===== src/rtl/lpcf_pkg.sv =====
//
// Purpose: constants, types and lane decoding shared by the packet framer
// Assumes: link widths coded on a 3-bit input, qualifier codes per doubleword
// Notes:   all slicing helpers take the coded width and a bit-time index
//
package lpcf_pkg;

  // ***************************************
  // link widths and geometry
  // ***************************************
  localparam logic [2:0] WID_2      = 3'h0;
  localparam logic [2:0] WID_4      = 3'h1;
  localparam logic [2:0] WID_8      = 3'h2;
  localparam logic [2:0] WID_16     = 3'h3;
  localparam logic [2:0] WID_32     = 3'h4;
  localparam int         DW_BITS    = 32;
  localparam int         CTL_LANES  = 4;
  localparam int         SYNC_FLOPS = 2;
  localparam int         MIN_CMD_GAP = 4;

  // ***************************************
  // doubleword kinds and qualifier codes
  // ***************************************
  localparam logic [2:0] KIND_CMD        = 3'h0;
  localparam logic [2:0] KIND_INS        = 3'h1;
  localparam logic [2:0] KIND_CRC_DATA   = 3'h2;
  localparam logic [2:0] KIND_CRC_NODATA = 3'h3;
  localparam logic [2:0] KIND_DATA       = 3'h4;
  localparam logic [3:0] QUAL_CMD        = 4'hf;
  localparam logic [3:0] QUAL_INS        = 4'h7;
  localparam logic [3:0] QUAL_CRC_DATA   = 4'hc;
  localparam logic [3:0] QUAL_CRC_NODATA = 4'h3;
  localparam logic [3:0] QUAL_DATA       = 4'h0;
  localparam logic [3:0] QUAL_ALL        = 4'hf;
  localparam logic [31:0] IDLE_WORD      = 32'h0000_0000;

  // ***************************************
  // state machines
  // ***************************************
  typedef enum logic [2:0] {
    TX_TRAIN = 3'b001,
    TX_SYNC  = 3'b010,
    TX_RUN   = 3'b100
  } lpcf_tx_state_t;

  typedef enum logic [2:0] {
    RX_HUNT = 3'b001,
    RX_SYNC = 3'b010,
    RX_RUN  = 3'b100
  } lpcf_rx_state_t;

  // ***************************************
  // width decoding
  // ***************************************
  function automatic logic [5:0] lpcf_lane_bits(input logic [2:0] w);
    case (w)
      WID_2:   return 6'h02;
      WID_4:   return 6'h04;
      WID_16:  return 6'h10;
      WID_32:  return 6'h20;
      default: return 6'h08;
    endcase
  endfunction

  function automatic logic [4:0] lpcf_bt_per_dw(input logic [2:0] w);
    case (w)
      WID_2:   return 5'h10;
      WID_4:   return 5'h08;
      WID_16:  return 5'h02;
      WID_32:  return 5'h01;
      default: return 5'h04;
    endcase
  endfunction

  function automatic logic [31:0] lpcf_lane_mask(input logic [2:0] w);
    case (w)
      WID_2:   return 32'h0000_0003;
      WID_4:   return 32'h0000_000f;
      WID_16:  return 32'h0000_ffff;
      WID_32:  return 32'hffff_ffff;
      default: return 32'h0000_00ff;
    endcase
  endfunction

  function automatic logic [3:0] lpcf_ctl_mask(input logic [2:0] w);
    case (w)
      WID_16:  return 4'h3;
      WID_32:  return 4'hf;
      default: return 4'h1;
    endcase
  endfunction

  // byte index of a bit-time inside the doubleword (links up to 8 bits)
  function automatic logic [1:0] lpcf_byte_idx(input logic [4:0] idx, input logic [2:0] w);
    case (w)
      WID_2:   return idx[3:2];
      WID_4:   return idx[2:1];
      default: return idx[1:0];
    endcase
  endfunction

  // bit offset of a bit-time inside the doubleword
  function automatic logic [4:0] lpcf_bit_ofs(input logic [4:0] idx, input logic [2:0] w);
    logic [9:0] prod;
    prod = 10'(idx) * 10'(lpcf_lane_bits(w));
    return prod[4:0];
  endfunction

  function automatic logic wide_link(input logic [2:0] w);
    return (w == WID_16) || (w == WID_32);
  endfunction

endpackage


===== src/rtl/lpcf_framer.sv =====
//
// Purpose: packet framer for a point-to-point link, transmit and receive
// Assumes: link clock sampled by clk, at least four clk cycles per link half period
// Notes:   tx launches on link clock fall, rx samples on link clock rise
`timescale 1ns/1ps

// ***************************************
// two-entry buffer
// ***************************************
module lpcf_buf2 #(
  parameter int WIDTH = 35
) (
  // clock and reset
  input  wire logic             clk,
  input  wire logic             rstN,
  // filling side
  input  wire logic             inValid,
  output logic                  inReady,
  input  wire logic [WIDTH-1:0] inData,
  // draining side
  output logic                  outValid,
  input  wire logic             outReady,
  output logic [WIDTH-1:0]      outData
);
  logic [WIDTH-1:0] mem_r [2];
  logic             wrPtr_r;
  logic             rdPtr_r;
  logic [1:0]       count_r;
  logic             push;
  logic             pop;

  // handshake terms
  assign inReady  = (count_r != 2'h2);
  assign outValid = (count_r != 2'h0);
  assign push     = inValid && inReady;
  assign pop      = outValid && outReady;
  assign outData  = mem_r[rdPtr_r];

  // storage
  always_ff @(posedge clk) begin
    if (push) begin
      mem_r[wrPtr_r] <= inData;
    end
  end

  // pointers and fill count
  always_ff @(posedge clk or negedge rstN) begin
    if (!rstN) begin
      wrPtr_r <= 1'b0;
      rdPtr_r <= 1'b0;
      count_r <= 2'h0;
    end else begin
      if (push) wrPtr_r <= ~wrPtr_r;
      if (pop) rdPtr_r <= ~rdPtr_r;
      count_r <= 2'(count_r + {1'b0, push} - {1'b0, pop});
    end
  end
endmodule

// ***************************************
// framer top
// ***************************************
module lpcf_framer
  import lpcf_pkg::*;
(
  // clock and reset
  input  wire logic        clk,
  input  wire logic        reset_n,
  // configuration, held between link initializations
  input  wire logic [2:0]  linkWidth,
  input  wire logic        laterMode,
  input  wire logic        cmdInsertEnable,
  input  wire logic        cmdThrottleDisable,
  input  wire logic        linkTrainDone,
  input  wire logic        linkDisconnect,
  // link pins
  input  wire logic        linkClk,
  output logic [31:0]      txCad,
  output logic [3:0]       txCtl,
  input  wire logic [31:0] rxCad,
  input  wire logic [3:0]  rxCtl,
  // transmit doublewords from user logic
  input  wire logic        txValid,
  output logic             txReady,
  input  wire logic [31:0] txData,
  input  wire logic [2:0]  txKind,
  // received doublewords to user logic
  output logic             rxValid,
  input  wire logic        rxReady,
  output logic [31:0]      rxData,
  output logic [2:0]       rxKind,
  // status
  output logic             linkAligned,
  output logic             rxFrameError,
  output logic             rxOverrun,
  output logic             insertViolation,
  output logic             throttleViolation
);
  logic [1:0]     rstSync_r;
  logic           rstN;
  logic [1:0]     lclkSync_r;
  logic           lclkPrev_r;
  logic [31:0]    cadSync1_r, cadSync2_r;
  logic [3:0]     ctlSync1_r, ctlSync2_r;
  logic           linkRise, linkFall;
  logic [4:0]     btPerDw;
  logic [31:0]    laneMask;
  logic           linkUp;

  // reset release through two flops
  always_ff @(posedge clk or negedge reset_n) begin
    if (!reset_n) rstSync_r <= 2'h0;
    else          rstSync_r <= {rstSync_r[0], 1'b1};
  end
  assign rstN = rstSync_r[1];

  // link pins pass two flops before use
  always_ff @(posedge clk or negedge rstN) begin
    if (!rstN) begin
      lclkSync_r <= 2'h0;
      lclkPrev_r <= 1'b0;
      cadSync1_r <= 32'h0;
      cadSync2_r <= 32'h0;
      ctlSync1_r <= 4'h0;
      ctlSync2_r <= 4'h0;
    end else begin
      lclkSync_r <= {lclkSync_r[0], linkClk};
      lclkPrev_r <= lclkSync_r[1];
      cadSync1_r <= rxCad;
      cadSync2_r <= cadSync1_r;
      ctlSync1_r <= rxCtl;
      ctlSync2_r <= ctlSync1_r;
    end
  end

  assign linkRise = lclkSync_r[1] && !lclkPrev_r;
  assign linkFall = !lclkSync_r[1] && lclkPrev_r;
  assign btPerDw  = lpcf_bt_per_dw(linkWidth);
  assign laneMask = lpcf_lane_mask(linkWidth);
  assign linkUp   = linkTrainDone && !linkDisconnect;

  // ***************************************
  // transmit path
  // ***************************************
  lpcf_tx_state_t txState_r;
  logic           txBufValid;
  logic           txBufReady;
  logic [34:0]    txBufData;
  logic [4:0]     txIdx_r;
  logic [31:0]    txWord_r;
  logic [3:0]     txQual_r;
  logic           txInsSeen_r;
  logic           txInData_r;
  logic           txStart;
  logic [31:0]    txWordNow;
  logic [3:0]     txQualNow;
  logic [3:0]     txQualNew;
  logic [2:0]     txKindNew;
  logic [4:0]     txIdxNow;
  logic [4:0]     txIdxNxt;

  lpcf_buf2 #(.WIDTH(35)) txBuf (
    .clk      (clk),
    .rstN     (rstN),
    .inValid  (txValid),
    .inReady  (txReady),
    .inData   ({txKind, txData}),
    .outValid (txBufValid),
    .outReady (txBufReady),
    .outData  (txBufData)
  );

  // a doubleword is taken only at a dword boundary in the run state
  assign txStart    = (txState_r == TX_RUN) && linkFall && (txIdx_r == 5'h0);
  assign txBufReady = txStart;
  assign txKindNew  = txBufValid ? txBufData[34:32] : (txInData_r ? KIND_INS : KIND_CMD);
  assign txIdxNow   = txIdx_r;
  assign txIdxNxt   = (txIdx_r == 5'(btPerDw - 5'h1)) ? 5'h0 : 5'(txIdx_r + 5'h1);

  // qualifier code for the new doubleword
  always_comb begin
    case (txKindNew)
      KIND_INS:        txQualNew = txInsSeen_r ? QUAL_CMD : QUAL_INS;
      KIND_CRC_DATA:   txQualNew = QUAL_CRC_DATA;
      KIND_CRC_NODATA: txQualNew = QUAL_CRC_NODATA;
      KIND_DATA:       txQualNew = QUAL_DATA;
      default:         txQualNew = QUAL_CMD;
    endcase
    if (!laterMode) begin
      txQualNew = (txKindNew == KIND_DATA) ? 4'h0 : QUAL_ALL;
    end
  end

  assign txWordNow = txStart ? (txBufValid ? txBufData[31:0] : IDLE_WORD) : txWord_r;
  assign txQualNow = txStart ? txQualNew : txQual_r;

  // state, bit-time index and insertion tracking
  always_ff @(posedge clk or negedge rstN) begin
    if (!rstN) begin
      txState_r   <= TX_TRAIN;
      txIdx_r     <= 5'h0;
      txWord_r    <= 32'h0;
      txQual_r    <= 4'h0;
      txInsSeen_r <= 1'b0;
      txInData_r  <= 1'b0;
    end else if (!linkUp) begin
      txState_r   <= TX_TRAIN;
      txIdx_r     <= 5'h0;
      txInsSeen_r <= 1'b0;
      txInData_r  <= 1'b0;
    end else if (linkFall) begin
      case (txState_r)
        TX_TRAIN: begin
          txState_r <= TX_SYNC; // the 1-to-0 fall opens dword alignment
          txIdx_r   <= (btPerDw == 5'h1) ? 5'h0 : 5'h1;
          if (btPerDw == 5'h1) txState_r <= TX_RUN;
        end
        TX_SYNC: begin
          txIdx_r <= txIdxNxt;
          if (txIdxNxt == 5'h0) txState_r <= TX_RUN;
        end
        default: begin
          txIdx_r  <= txIdxNxt;
          txWord_r <= txWordNow;
          txQual_r <= txQualNow;
          if (txStart) begin
            // idle fill after data is an inserted command, data resumes later
            txInsSeen_r <= (txKindNew == KIND_INS) && txBufValid;
            if (txKindNew == KIND_DATA) txInData_r <= 1'b1;
            else if (txKindNew == KIND_CRC_DATA || txKindNew == KIND_CMD) txInData_r <= 1'b0;
          end
        end
      endcase
    end
  end

  // pin drivers: ones while training, zeros in the sync dword
  always_ff @(posedge clk or negedge rstN) begin
    if (!rstN) begin
      txCad <= 32'h0;
      txCtl <= 4'h0;
    end else if (txState_r == TX_TRAIN && !(linkUp && linkFall)) begin
      txCad <= laneMask;
      txCtl <= lpcf_ctl_mask(linkWidth);
    end else if (txState_r != TX_RUN) begin
      txCad <= 32'h0;
      txCtl <= 4'h0;
    end else if (linkFall) begin
      // low bits first on narrow links, earliest byte low on wide links
      txCad <= (txWordNow >> lpcf_bit_ofs(txIdxNow, linkWidth)) & laneMask;
      if (wide_link(linkWidth)) begin
        // lanes of the current bit-time: two bytes per step on 16 bits, all four on 32
        txCtl <= (txQualNow >> {txIdxNow[0], 1'b0})
                 & lpcf_ctl_mask(linkWidth);
      end else begin
        txCtl <= {3'h0, txQualNow[lpcf_byte_idx(txIdxNow, linkWidth)]};
      end
    end
  end

  // ***************************************
  // receive path
  // ***************************************
  lpcf_rx_state_t rxState_r;
  logic           rxPrevOnes_r;
  logic [4:0]     rxIdx_r;
  logic [4:0]     rxIdxNxt;
  logic [31:0]    rxWord_r;
  logic [3:0]     rxQual_r;
  logic [31:0]    rxWordNxt;
  logic [3:0]     rxQualNxt;
  logic [3:0]     rxCtlIn;
  logic           rxDone;
  logic [2:0]     rxKindDec;
  logic           rxCodeOk;
  logic           rxPush;
  logic           rxBufReady;
  logic [34:0]    rxBufOut;
  logic           rxInData_r;
  logic           rxInIns_r;
  logic           rxPrevCmd_r;
  logic [2:0]     rxGap_r;
  logic [2:0]     rxGapAtStart_r;
  logic           rxAllOnes;
  logic           rxAllZero;

  assign rxAllOnes = ((cadSync2_r & laneMask) == laneMask) && ctlSync2_r[0];
  assign rxAllZero = ((cadSync2_r & laneMask) == 32'h0) && !ctlSync2_r[0];
  assign rxIdxNxt  = (rxIdx_r == 5'(btPerDw - 5'h1)) ? 5'h0 : 5'(rxIdx_r + 5'h1);
  assign rxDone    = (rxState_r == RX_RUN) && linkRise && (rxIdxNxt == 5'h0);

  // lanes in: original mode takes its qualifier from lane 0 only
  always_comb begin
    rxCtlIn = laterMode ? (ctlSync2_r & lpcf_ctl_mask(linkWidth))
                        : (ctlSync2_r[0] ? lpcf_ctl_mask(linkWidth) : 4'h0);
    rxWordNxt = ((rxIdx_r == 5'h0) ? 32'h0 : rxWord_r)
              | ((cadSync2_r & laneMask) << lpcf_bit_ofs(rxIdx_r, linkWidth));
    rxQualNxt = (rxIdx_r == 5'h0) ? 4'h0 : rxQual_r;
    if (wide_link(linkWidth)) begin
      rxQualNxt = rxQualNxt | (rxCtlIn << {rxIdx_r[0], 1'b0});
    end else begin
      rxQualNxt[lpcf_byte_idx(rxIdx_r, linkWidth)] = rxCtlIn[0];
    end
  end

  // qualifier decode for a finished doubleword
  always_comb begin
    rxCodeOk = 1'b1;
    if (laterMode) begin
      case (rxQualNxt)
        QUAL_CMD:        rxKindDec = KIND_CMD;
        QUAL_INS:        rxKindDec = KIND_INS;
        QUAL_CRC_DATA:   rxKindDec = KIND_CRC_DATA;
        QUAL_CRC_NODATA: rxKindDec = KIND_CRC_NODATA;
        QUAL_DATA:       rxKindDec = KIND_DATA;
        default: begin
          rxKindDec = KIND_DATA;
          rxCodeOk  = 1'b0;
        end
      endcase
    end else begin
      // a change inside the doubleword is a frame error, the word is dropped and alignment kept
      rxKindDec = (rxQualNxt == QUAL_ALL) ? KIND_CMD : KIND_DATA;
      rxCodeOk  = (rxQualNxt == QUAL_ALL) || (rxQualNxt == 4'h0);
    end
  end

  assign rxPush = rxDone && rxCodeOk;

  lpcf_buf2 #(.WIDTH(35)) rxBuf (
    .clk      (clk),
    .rstN     (rstN),
    .inValid  (rxPush),
    .inReady  (rxBufReady),
    .inData   ({rxKindDec, rxWordNxt}),
    .outValid (rxValid),
    .outReady (rxReady),
    .outData  (rxBufOut)
  );
  assign rxData = rxBufOut[31:0];
  assign rxKind = rxBufOut[34:32];

  // hunt for the 1-to-0 fall, then assemble doublewords
  always_ff @(posedge clk or negedge rstN) begin
    if (!rstN) begin
      rxState_r    <= RX_HUNT;
      rxPrevOnes_r <= 1'b0;
      rxIdx_r      <= 5'h0;
      rxWord_r     <= 32'h0;
      rxQual_r     <= 4'h0;
    end else if (!linkUp) begin
      rxState_r    <= RX_HUNT; // disconnect or retrain drops alignment
      rxPrevOnes_r <= 1'b0;
      rxIdx_r      <= 5'h0;
    end else if (linkRise) begin
      rxPrevOnes_r <= rxAllOnes;
      case (rxState_r)
        RX_HUNT: begin
          if (rxPrevOnes_r && rxAllZero) begin
            rxState_r <= (btPerDw == 5'h1) ? RX_RUN : RX_SYNC;
            rxIdx_r   <= (btPerDw == 5'h1) ? 5'h0 : 5'h1;
          end
        end
        RX_SYNC: begin
          rxIdx_r <= rxIdxNxt;
          if (rxIdxNxt == 5'h0) rxState_r <= RX_RUN;
        end
        default: begin
          rxIdx_r  <= rxIdxNxt;
          rxWord_r <= rxWordNxt;
          rxQual_r <= rxQualNxt;
        end
      endcase
    end
  end

  // insertion and throttle checks on the later-mode stream
  always_ff @(posedge clk or negedge rstN) begin
    if (!rstN) begin
      rxInData_r        <= 1'b0;
      rxInIns_r         <= 1'b0;
      rxPrevCmd_r       <= 1'b0;
      rxGap_r           <= 3'(MIN_CMD_GAP);
      rxGapAtStart_r    <= 3'(MIN_CMD_GAP);
      insertViolation   <= 1'b0;
      throttleViolation <= 1'b0;
    end else begin
      insertViolation   <= 1'b0;
      throttleViolation <= 1'b0;
      if (!linkUp) begin
        rxInData_r  <= 1'b0;
        rxInIns_r   <= 1'b0;
        rxPrevCmd_r <= 1'b0;
      end else if (rxPush && laterMode) begin
        rxPrevCmd_r <= (rxKindDec == KIND_CMD) || (rxKindDec == KIND_INS);
        if (rxKindDec == KIND_DATA) rxInData_r <= 1'b1;
        if (rxKindDec == KIND_CRC_DATA || rxKindDec == KIND_CRC_NODATA) begin
          rxInData_r <= 1'b0;
          rxInIns_r  <= 1'b0;
        end
        if (rxKindDec == KIND_INS) rxInIns_r <= 1'b1;
        // a new command after data that is not marked inserted
        if (rxKindDec == KIND_CMD && rxInData_r && !rxPrevCmd_r) insertViolation <= 1'b1;
        // a multi-dword insert is not Info and needs the enable
        if (rxKindDec == KIND_CMD && rxInIns_r && rxPrevCmd_r && !cmdInsertEnable) begin
          insertViolation <= 1'b1;
        end
        // command starts: spacing measured in doublewords
        if ((rxKindDec == KIND_CMD || rxKindDec == KIND_INS) && !rxPrevCmd_r) begin
          rxGapAtStart_r <= rxGap_r;
          rxGap_r        <= 3'h1; // counts dwords from this start, start included
        end else if (rxGap_r != 3'(MIN_CMD_GAP)) begin
          rxGap_r <= 3'(rxGap_r + 3'h1);
        end
        // second dword of a command marks it non-Info
        if (rxKindDec == KIND_CMD && rxPrevCmd_r && rxGap_r == 3'h1
            && rxGapAtStart_r < 3'(MIN_CMD_GAP) && !cmdThrottleDisable) begin
          throttleViolation <= 1'b1;
        end
      end
    end
  end

  // status pulses and alignment level
  always_ff @(posedge clk or negedge rstN) begin
    if (!rstN) begin
      linkAligned  <= 1'b0;
      rxFrameError <= 1'b0;
      rxOverrun    <= 1'b0;
    end else begin
      linkAligned  <= (rxState_r == RX_RUN) && (txState_r == TX_RUN);
      rxFrameError <= rxDone && !rxCodeOk;
      rxOverrun    <= rxPush && !rxBufReady; // link cannot stall, word is lost
    end
  end
endmodule


===== config.mk =====
export PLATFORM = sky130hd
export DESIGN_NAME = lpcf_framer
export DESIGN_NICKNAME = d
export VERILOG_FILES = /design/src/rtl/lpcf_pkg.sv /design/src/rtl/lpcf_framer.sv
export SDC_FILE = /design/constraint.sdc
export NUM_CORES = 1
export LEC_CHECK = 0
export ABC_AREA = 1
export BUFFER_PORTS_ARGS = -buffer_cell sky130_fd_sc_hd__clkbuf_2
export CORE_MARGIN = 2
export CORE_UTILIZATION = 35
export CTS_CLUSTER_SIZE = 16
export DETAILED_ROUTE_END_ITERATION = 8
export GPL_ROUTABILITY_DRIVEN = 0
export PLACE_DENSITY = 0.63
export RECOVER_POWER = 25
export SLEW_MARGIN = 10
export SYNTH_ARGS = -nofsm -noshare
export SYNTH_HDL_FRONTEND = slang
export SYNTH_SLANG_ARGS = --single-unit

===== constraint.sdc =====
create_clock -name clk -period 12.7 [get_ports clk]
set_input_delay 2.54 -clock clk [delete_from_list [all_inputs] [get_ports clk]]
set_output_delay 2.54 -clock clk [all_outputs]
set_load 0.05 [all_outputs]

Word level (Yosys, flattened, before mapping) --
Memory sizes are Yosys's and may differ from the RTL's. Cells that the tools add are included.
Operators by class: shifts and indexed selects 4, divide/modulo/power cells 0, order comparisons 4, add/sub/neg operators 8, bitwise logic cells 12, multipliers 2, muxes and demuxes 104, reduce and logical (&&, ||, !) cells 75, eq/ne operators 43
Operator list (count):
- 2-to-1 mux 32 bit | 6
- one-hot mux 32 bit (4 select lines) | 1
- AND 32 bit | 2
- 2-to-1 mux 4 bit | 16
- 2-to-1 mux 5 bit | 9
- 2-to-1 mux 1 bit | 39
- 2-to-1 mux 3 bit | 13
- logical AND 1 bit | 33
- == test 32 bit | 1
- zero test 32 bit | 1
- OR 32 bit | 1
- left shift 32 x 5 -> 32 bit | 1
- right shift 32 x 5 -> 32 bit | 1
- one-hot mux 6 bit (4 select lines) | 1
- == test 3 x 2 -> 1 bit (second input constant) | 7
- zero test 5 bit | 4
- one-hot mux 5 bit (4 select lines) | 1
- == test 3 x 1 -> 1 bit (second input constant) | 6
- 2-to-1 mux 6 bit | 3
- AND reduction 3 bit | 6
- one-hot mux 4 bit (4 select lines) | 1
- == test 3 bit (second input constant) | 5
- inequality test 3 x 1 -> 1 bit (second input constant) | 5
- inequality test 3 bit (second input constant) | 5
- other kinds (39) | 84
Word-level totals: word-level logic and storage cells 290, memories kept 2, latch bits 0, input bits 84, flip-flop bits (word level) 226, bits in writable memories 140, output and inout port bits 78, bits in read-only memories 0
Memory list:
- rxBuf.mem_r | words 2, width 35, rd ports 1, clocked after memory_dff 0, write ports 1, RTL line lpcf_framer.sv:25 | logic [WIDTH-1:0] mem_r [2];
- txBuf.mem_r | words 2, width 35, rd ports 1, clocked after memory_dff 0, write ports 1, RTL line lpcf_framer.sv:25

Longest topological paths before layout --
Gate-level depths: netlist of run 1.
depth in word-level cells 20, gate-level depth with buffers 21, gate-level depth less buffers 21

By module --
A second synthesis of run 1 with hierarchy kept.
Unflattened totals: cells, all modules 2020, area total of the unflattened synthesis 17571.9 um^2
Modules (own cells, without submodules):
- lpcf_framer | area an instance 11901.4 um^2, times used 1, cells an instance 1592
- lpcf_buf2 | area an instance 2835.2 um^2, times used 2, cells an instance 214

Worst setup path after synthesis of run 1 --
Ideal clock, no wire load.
path type input to register, from in linkWidth[1], to mem rxBuf.mem_r[0][0] (enable), setup slack 6226 ps, required time 12273 ps, stages on the path 16, library setup time 427 ps, arrival 6047 ps, cells stage by stage nor2_4 > nand2_2 > buf_2 > buf_2 > ha_1 > inv_1 > a21oi_1 > nor2_1 > xor2_1 > nor2_1 > nand2_2 > o31ai_1 > nand2_1 > nor2_4 > o211ai_1 > nor2_1
On the way: word-level cells in the longest chain between the ends 17, elaborated cells between the ends (all ways) 39, those cells by class 1 x add/sub; 2 x order compare; 8 x eq/ne; 1 x shift; 15 x mux; 2 x bitwise; 10 x reduce/logical
RTL lines:
- start, declared | RTL line lpcf_framer.sv:70 | input wire logic [2:0] linkWidth,
- == test 3 x 1 -> 1 bit or zero test 3 bit (tied branches) | RTL line lpcf_pkg.sv:66, lpcf_pkg.sv:95
- one-hot mux 2 bit (2 select lines) | RTL line lpcf_pkg.sv:95 | case (w)
- 2-to-1 mux 2 bit | RTL line lpcf_framer.sv:299 | if (wide_link(linkWidth)) begin
- < comparator 2 x 3 -> 1 bit (implied by the code) or >= comparator 2 x 1 -> 1 bit (tied branches) | RTL line lpcf_framer.sv:302 | rxQualNxt[lpcf_byte_idx(rxIdx_r, linkWidth)] = rxCtlIn[0];
- logical AND 1 bit (implied by the code) | RTL line lpcf_framer.sv:302
- 2-to-1 mux 1 bit (implied by the code) | RTL line lpcf_framer.sv:302
- demux 1 bit (select 2 bit) | RTL line lpcf_framer.sv:302
- bitwise mux 4 bit | RTL line lpcf_framer.sv:302
- 2-to-1 mux 4 bit | RTL line lpcf_framer.sv:299
- == test 4 bit (tied with other cells) | RTL line lpcf_framer.sv:310, lpcf_framer.sv:324
- OR reduction 5 bit (no source line)
- 2-to-1 mux 1 bit | RTL line lpcf_framer.sv:310 | case (rxQualNxt)
- 2-to-1 mux 1 bit | RTL line lpcf_framer.sv:309 | if (laterMode) begin
- logical AND 1 bit * | RTL line lpcf_framer.sv:328 | assign rxPush = rxDone && rxCodeOk;
- logical AND 1 bit * | RTL line lpcf_framer.sv:35 | assign push = inValid && inReady;
- 2-to-1 mux 1 bit * | RTL line lpcf_framer.sv:41 | if (push) begin
- 2-to-1 mux 1 bit (implied by the code) * | RTL line lpcf_framer.sv:42 | mem_r[wrPtr_r] <= inData;
- end, declared | RTL line lpcf_framer.sv:25
Mark *: on every way between the ends. The rest lies on a longest branch, timed or not. The select of a mux whose other input is x is not followed.

Worst setup path after layout of run 1 --
from in linkWidth[2], to reg rxWord_r[28]
On the way: word-level cells in the longest chain between the ends 5, elaborated cells between the ends (all ways) 10, those cells by class 1 x mul; 3 x eq/ne; 1 x shift; 2 x mux; 2 x bitwise; 1 x reduce/logical
RTL lines:
- == test 3 bit (tied with other cells) | RTL line lpcf_pkg.sv:56, lpcf_pkg.sv:76
- one-hot mux 6 bit (4 select lines) or one-hot mux 32 bit (4 select lines) (tied branches) | RTL line lpcf_pkg.sv:56, lpcf_pkg.sv:76
- multiplier 5 x 6 -> 5 bit or AND 32 bit (tied branches) | RTL line lpcf_pkg.sv:105, lpcf_framer.sv:297
- left shift 32 x 5 -> 32 bit * | RTL line lpcf_framer.sv:297 | | ((cadSync2_r & laneMask) << lpcf_bit_ofs(rxIdx_r, linkWidth));
- OR 32 bit * | RTL line lpcf_framer.sv:297
- named net rxBuf.inData[28] | RTL line lpcf_framer.sv:19 | input wire logic [WIDTH-1:0] inData,
- end signal, assigned | RTL line lpcf_framer.sv:370 | rxWord_r <= rxWordNxt;
- end, declared | RTL line lpcf_framer.sv:268 | logic [31:0] rxWord_r;
Mark *: on every way through the listed nets, which the timed path passes. The rest lies on a longest branch. A chain may end at the register's enable or synchronous reset.

==> results of run 1 <==
-- flip-flops by register name (all words and copies together) (netlist names), 2 cells and up --
register / flops
rstSync_r: 2
ctlSync1_r: 4
ctlSync2_r: 4
rxState_r: 3
rxBuf.mem_r: 70
rxQual_r: 4
rxWord_r: 32
rxIdx_r: 5
txBuf.count_r: 2
cadSync1_r: 32
txCad: 32
lclkSync_r: 2
txState_r: 3
txQual_r: 4
rxBuf.count_r: 2
rxGap_r: 3
txIdxNow: 5
cadSync2_r: 32
txCtl: 4
txBuf.mem_r: 70
txWord_r: 32
-- kinds of logic (layout without fill, tap and decap cells) --
kind of cell | Yosys count | count (layout) | share of synthesized area
and+or+nand+nor | 861 | 861 | 0.2101
AOI/OAI and AO/OA | 335 | 335 | 0.1089
adders and majority gates | 21 | 21 | 0.01519
DFF | 364 | 364 | 0.5673
buffers and inverters | 274 | 435 | 0.06198
other | 1 | 1 | 0.0002168
muxes | 40 | 40 | 0.02322
xor gates and xnor gates | 25 | 25 | 0.01309
-- routing by layer --
| metal | wire, µm | vias up |
|---|---|---|
| li1 | - | 6686 |
| met1 | 20220 | 6524 |
| met2 | 20340 | 483 |
| met3 | 2838 | 76 |
| met4 | 1081 | 0 |
| met5 | 0 | - |
-- layout make-up --
cell class                      instances  area, µm²  area share
Timing Repair Buffer                  175      922.1     0.04589
Multi-Input combinational cell       1283       6426      0.3198
Tap cell                              664      830.8     0.04135
Inverter                              184      690.7     0.03437
Sequential cell                       364       9816      0.4885
Clock inverter                         26      242.7     0.01208
Clock buffer                           50       1165     0.05797
-- how the worst max path moves through the flow --
stage	cells after the start	end
CTS	18	rxWord_r[28]
finish	18	rxWord_r[28]
global placement	18	rxWord_r[28]
floorplan	0	cadSync1_r[0]
global route	18	rxWord_r[28]
detailed placement	18	rxWord_r[28]
-- power by group --
group          total [W]  leakage, nW  internal, W  switching, W
Clock            0.00121        0.687     0.000721      0.000492
Combinational   0.000815         4.27     0.000200      0.000616
Sequential       0.00147         4.05      0.00140     0.0000645
-- worst reg2reg max path, cell delays in order (launching register included) --
cell and delay [ns]:
sky130_fd_sc_hd__dfrtp_1 0.55, sky130_fd_sc_hd__clkinv_1 0.42, sky130_fd_sc_hd__nor2_1 0.21, sky130_fd_sc_hd__ha_1 0.25
sky130_fd_sc_hd__ha_1 0.21, sky130_fd_sc_hd__xnor2_1 0.16, sky130_fd_sc_hd__xor2_1 0.19, sky130_fd_sc_hd__xnor2_1 0.10
sky130_fd_sc_hd__or2_2 0.27, sky130_fd_sc_hd__nand2_1 0.54, sky130_fd_sc_hd__inv_2 0.42, sky130_fd_sc_hd__a22oi_1 0.29
sky130_fd_sc_hd__o21ai_1 0.14, sky130_fd_sc_hd__mux2_2 0.29
-- placed cells by master (no fill, tap or decap), drive strengths merged, types with 39 or more instances in the layout --
master	instances
nand2	525
dfrtp	220
clkbuf	211
o21ai	190
inv	183
nor2	148
edfxtp	140
nand3	132
a21oi	65
mux2i	39
-- per-stage QoR --
step / hold WS [ns] / cells
2_1_floorplan: 0.3312 / 1921
3_3_place_gp: 0.3355 / 2670
3_5_place_dp: 0.3347 / 2670
4_1_cts: 0.3363 / 2746
5_1_grt: 0.3494 / 2746
6_report: 0.3368 / 2746
==> reports/qor.tcl, run 1 <==
set qor(result_of_the_run) {finished, violations left}
set qor(failed_checks) {capacitance limit, slew limit}
set qor(synthesis.instances) 1921
set qor(rsz_0062_raised_after_global_routing) {false}
set qor(cp-startpoint) {linkWidth[2]}
set qor(timing.critical_path.to_type) {flop}
set qor(critPathBufInv) 4
set qor(crit_path_cell_trace) {clkbuf_2, inv_2, nand2_2, nor2_2, nand2_1, inv_1, ha_1, ha_1, ha_1, xnor2_1, xor2_1, xnor2_1, or2_2, nand2_1, inv_2, a22oi_1, o21ai_1, mux2_2}
set qor(global_route.usage.met1) 0.2452
set qor(postSynthNetCount) 2026
set qor(hold_sp) {cadSync1_r[3]}
set qor(max_freq_mhz) 170.3
set qor(finalMaxSlewViolations) 46
set qor(final_nets) 2155
set qor(grt_util_met3) 0.02903
set qor(place.detailed.hpwl_um) 31010
set qor(global_route.usage.met2) 0.2753
set qor(regToRegSetupSlack_ns) 8.55
set qor(critPathArrivalTime_ns) 6.32
set qor(vdd.ir_drop.worst_mv) 0.1219
set qor(holdPathEnd) {cadSync2_r[3]}
set qor(die_area_mm2) 0.05122
set qor(grt_antenna_before_repair) 0
set qor(critPathLaunchType) {primary input}
set qor(hold_path_depth) 0
set qor(worst_clock_skew_ns) 0.02398
set qor(pre_cts_ws_ns) 6.254
set qor(flip_flop_cell_with_the_highest_count_after_synthesis) {sky130_fd_sc_hd__dfrtp_1}
set qor(insertion_delay_ns) 0.57
set qor(leakagePower_nw) 9.009
set qor(hold_path_class) {reg2reg}
set qor(final_hold_viol_count) 0
set qor(required_ns) 13.15
set qor(worst_slew_pin_slew_ns) 1.959
set qor(timing.max_cap.violations) 1
set qor(ys_seq_area_frac) 0.5673
set qor(post_cts_resized) 0
set qor(rows) 81
set qor(number_of_search_and_repair_iterations_in_the_first_detailed_routing_pass) 7
set qor(fraction_of_final_layout_cells_with_drive_strength_greater_than_1) 0.1417
set qor(totalNegativeSetupSlack_ns) 0
set qor(synth_edf_count) 140
set qor(antenna_violating_nets_post_route) 0
set qor(synth_warnings) 0
set qor(synthMostInstantiatedCell) {sky130_fd_sc_hd__nand2_1}
set qor(critPathTopFamily) {simple AND/OR/NAND/NOR gates}
set qor(setup_ws_ns) 6.827
set qor(ctsLongestPathBuffers) 3
set qor(report.power.total_w) 0.003495
set qor(routed_wire_length_per_instance_um) 16.20
set qor(post-route-min-period_ns) 5.873
set qor(finalSetupViolations) 0
set qor(std_cell_core_area_mm2) 0.04885
set qor(netlist.area_leader.share) 0.3182
set qor(n_antenna_cell) 0
set qor(largest_net_degree_at_the_start_of_global_routing) 178
set qor(first_global_vias) 13157
set qor(buffer_ports.inserted) 161
set qor(drt_wl_total_um) 44480
set qor(synthArstFlopShare) 0.6154
set qor(mappedNetlistArea_mm2) 0.01730
set qor(post_cts_hold_buffer_count) 0
set qor(synthTopCellsByCount) {sky130_fd_sc_hd__nand2_1, sky130_fd_sc_hd__dfrtp_1, sky130_fd_sc_hd__o21ai_0, sky130_fd_sc_hd__inv_1, sky130_fd_sc_hd__edfxtp_1}
set qor(max_slew_margin) -0.3058
set qor(cts.repair_timing.setup_buffer_count) 0
set qor(vias_after_detailed_routing) 13769
set qor(synth_top_cells_by_area) {sky130_fd_sc_hd__dfrtp_1, sky130_fd_sc_hd__edfxtp_1, sky130_fd_sc_hd__nand2_1}
set qor(drc) 0
set qor(synth_top_area_cell) {sky130_fd_sc_hd__dfrtp_1}
set qor(vias_per_cell) 5.014
set qor(cpMostUsedCell) {sky130_fd_sc_hd__ha_1}
set qor(timing.rr.end) {rxWord_r[28]}
set qor(overflow) 0
set qor(starting_density) 0.3542
set qor(syn_area_per_cell_um2) 9.006
set qor(first_pass_grt_wire_length_um) 70510
set qor(h_tree_lvl_count) 2
set qor(global_route.peak_usage_layer) {met2}
set qor(fp.dieW_um) 226.3
set qor(ioPinCount) 162
set qor(crit-reg2reg-launch) {rxIdx_r[0]}
set qor(cts_inserted_buffers) 42
set qor(ff2ff_path_depth) 13
set qor(final.fill_count) 4829
set qor(critical_path.max_fanout) 28
set qor(flow.area_growth_from_synthesis_pct) 16.14
set qor(slowest_stage) {sky130_fd_sc_hd__nand2_1}
set qor(cts_root_buf) {sky130_fd_sc_hd__clkbuf_16}
set qor(clock_sink_count) 364
set qor(final.period_utilization) 0.4624
set qor(powerDensity_mw_per_mm2) 173.9
set qor(ys_types) 54
set qor(global_route.usage.total) 0.1747
set qor(initialDrtViolationCount) 1467
set qor(critical_setup_path_kind) {in2reg}
set qor(postLayoutCoreUtil) 0.4113
set qor(critical-path-max-stage-delay_ns) 0.54
set qor(die_h_um) 226.3
set qor(place_area_mm2) 0.01870
set qor(final_area_mm2) 0.02009
set qor(tritoncts) {built}
set qor(synth-seq-cells) 364
set qor(clk_transition_reported_paths_ns) 0.06
Note: power is estimated with default switching activity, not from simulation.
==> run 2, diff against run 1 <==
PLACE_DENSITY = 0.65   (was 0.63)
clock period = 5.1 ns   (was 12.7 ns; I/O delays follow)
==> run 2 against run 1 <==
The run still ends with capacitance limit, slew limit left. Global-route usage decreased by 0.18 points. Routed wire length shrank 1.1%. Clock skew shrank 0.0034 ns. Cell count increased by 0.29%. Die area unchanged. First-iteration DRC count decreased by 13%. Critical path depth decreased by 3. Critical endpoint is now rxState_r[1]. Highest routed layer unchanged.
==> reports/qor.tcl, run 2 (synthesis results as in run 1) <==
set qor(std_cell_core_area_mm2) 0.04885 ;# unchanged
set qor(grt_util_met3) 0.03784 ;# +0.008812
set qor(postLayoutCoreUtil) 0.4107 ;# -0.0006140
set qor(antenna_violating_nets_post_route) 0 ;# unchanged
set qor(tritoncts) {built}
set qor(ctsLongestPathBuffers) 3 ;# unchanged
set qor(worst_clock_skew_ns) 0.02062 ;# -0.003353 ns
set qor(drt_wl_total_um) 44000 ;# -1.1%
set qor(first_global_vias) 13305 ;# +1.1%
set qor(grt_antenna_before_repair) 0 ;# unchanged
set qor(post_cts_hold_buffer_count) 0 ;# unchanged
set qor(post-route-min-period_ns) 3.915
set qor(leakagePower_nw) 8.899 ;# -1.2%
set qor(hold_path_class) {in2async}
set qor(buffer_ports.inserted) 161 ;# unchanged
set qor(final.period_utilization) 0.7676
set qor(result_of_the_run) {finished, violations left}
set qor(final.fill_count) 4845 ;# +0.33%
set qor(vdd.ir_drop.worst_mv) 0.2802 ;# +130%
set qor(global_route.peak_usage_layer) {met2}
set qor(final_hold_viol_count) 0 ;# unchanged
set qor(n_antenna_cell) 0 ;# unchanged
set qor(area_used_by_multi_input_combinational_logic_mm2) 0.006431 ;# about the same
set qor(first_pass_grt_wire_length_um) 69810 ;# -1.0%
set qor(largest_net_degree_at_the_start_of_global_routing) 142 ;# -20%
set qor(post_cts_resized) 0 ;# unchanged
set qor(vias_after_detailed_routing) 13796 ;# +0.20%
set qor(fp.dieW_um) 226.3 ;# unchanged
set qor(seq_area_mm2) 0.009816 ;# unchanged
set qor(ioPinCount) 162 ;# unchanged
set qor(die_h_um) 226.3 ;# unchanged
set qor(critical_path.max_fanout) 20 ;# -29%
set qor(vias_per_cell) 5.009 ;# about the same
set qor(critPathArrivalTime_ns) 4.39 ;# -1.93 ns
set qor(max_slew_margin) -0.3520 ;# -0.04620
set qor(powerDensity_mw_per_mm2) 429.1 ;# +150%
set qor(place.detailed.hpwl_um) 31370 ;# +1.2%
set qor(required_ns) 5.57 ;# -7.58 ns
set qor(drc) 0 ;# unchanged
set qor(die_area_mm2) 0.05122 ;# unchanged
set qor(critPathLaunchType) {primary input}
set qor(overflow) 0 ;# unchanged
set qor(initialDrtViolationCount) 1270 ;# -13%
set qor(timing.max_cap.violations) 2 ;# +1
set qor(cts_inserted_buffers) 40 ;# -4.8%
set qor(timing.critical_path.to_type) {flop}
set qor(rsz_0062_raised_after_global_routing) {false}
set qor(failed_checks) {capacitance limit, slew limit}
set qor(totalNegativeSetupSlack_ns) 0 ;# unchanged
set qor(cts_root_buf) {sky130_fd_sc_hd__clkbuf_16}
set qor(fraction_of_final_layout_cells_with_drive_strength_greater_than_1) 0.1206 ;# -0.02112
set qor(finalSetupViolations) 0 ;# unchanged
set qor(global_route.usage.total) 0.1729 ;# -0.001785
set qor(critical_setup_path_kind) {in2reg}
set qor(clock_sink_count) 364 ;# unchanged
set qor(clk_transition_reported_paths_ns) 0.06 ;# about the same
set qor(global_route.usage.met1) 0.2259 ;# -0.01927
set qor(insertion_delay_ns) 0.57 ;# about the same
set qor(number_of_search_and_repair_iterations_in_the_first_detailed_routing_pass) 6 ;# -1
set qor(rows) 81 ;# unchanged
set qor(flow.area_growth_from_synthesis_pct) 15.97
set qor(reg_top3) {rxBuf.mem_r: 70 flops, txBuf.mem_r: 70 flops}
set qor(routed_wire_length_per_instance_um) 15.98 ;# -1.4%
set qor(layout.cells.most_common) {sky130_fd_sc_hd__nand2_1}
set qor(worst_slew_pin_slew_ns) 2.028 ;# +0.06931 ns
set qor(cts.repair_timing.setup_buffer_count) 0 ;# unchanged
set qor(finalMaxSlewViolations) 84 ;# +83%
set qor(h_tree_lvl_count) 2 ;# unchanged
set qor(global_route.usage.met2) 0.2752 ;# about the same
set qor(final_nets) 2165 ;# +0.46%
set qor(final_cell_mix) {sky130_fd_sc_hd__nand2_1, sky130_fd_sc_hd__dfrtp_1, sky130_fd_sc_hd__o21ai_0}
set qor(starting_density) 0.3542 ;# unchanged
set qor(max_freq_mhz) 255.4
==> run 2: report_power, final <==
part	internal, W	switching (W)	total (W)
Clock	0.00177	0.00118	0.00294
Sequential	0.00349	0.000163	0.00365
Combinational	0.000499	0.00151	0.00201
==> run 2: final timing paths <==
| kind | cells past startpoint | to | slack, ns | startpoint |
|---|---|---|---|---|
| max | 15 | rxState_r[1] | 1.19 | linkWidth[0] |
| min | 1 | rstSync_r[0] | 0.24 | reset_n |
| max reg2reg | 14 | rxBuf.mem_r[0][20] | 1.32 | rxIdx_r[0] |
| min reg2reg | 0 | ctlSync2_r[2] | 0.35 | ctlSync1_r[2] |
| max in group asynchronous | 1 | txWord_r[20] | 1.57 | rstSync_r[1] |
| min in group clk | 0 | ctlSync2_r[2] | 0.35 | ctlSync1_r[2] |
==> run 2: final cells by class <==
type                            count  share of cell area
Clock inverter                     23             0.01316
Inverter                          184             0.03442
Clock buffer                       49             0.05369
Sequential cell                   364              0.4892
Timing Repair Buffer              187             0.04752
Tap cell                          664             0.04141
Multi-Input combinational cell   1283              0.3205
==> run 2: metrics by stage <==
step	cells	setup slack [ns]	hold WS (ns)	cell area [µm²]	total power [W]
CTS	2754	1.252	0.2338	20130	0.008688
global placement	2682	0.7927	0.3332	18790	0.005679
floorplan	1921	0.1461	0.3311	17300	0.005151
finish	2754	1.185	0.2424	20060	0.008609
detailed placement	2682	0.6767	0.3347	18790	0.005731
global route	2754	0.7672	0.2456	20060	0.009061
==> run 2: metal layers <==
metal / wire (µm) / vias to the layer above
li1: - / 6683
met1: 18870 / 6503
met2: 20250 / 507
met3: 3130 / 103
met4: 1742 / 0
met5: 0 / -
==> run 2: worst max-delay path, cell delays in order <==
cell and delay [ns]:
sky130_fd_sc_hd__clkbuf_2 0.17, sky130_fd_sc_hd__nor2_4 0.08, sky130_fd_sc_hd__nand2_2 0.14, sky130_fd_sc_hd__buf_4 0.28, sky130_fd_sc_hd__ha_1 0.49, sky130_fd_sc_hd__nand2_2 0.25, sky130_fd_sc_hd__nor2_2 0.18, sky130_fd_sc_hd__inv_1 0.12
sky130_fd_sc_hd__nand2_1 0.10, sky130_fd_sc_hd__nand4_1 0.09, sky130_fd_sc_hd__nor3_1 0.21, sky130_fd_sc_hd__nand3_1 0.10, sky130_fd_sc_hd__a21oi_1 0.63, sky130_fd_sc_hd__nand3_1 0.29, sky130_fd_sc_hd__o21ai_0 0.24
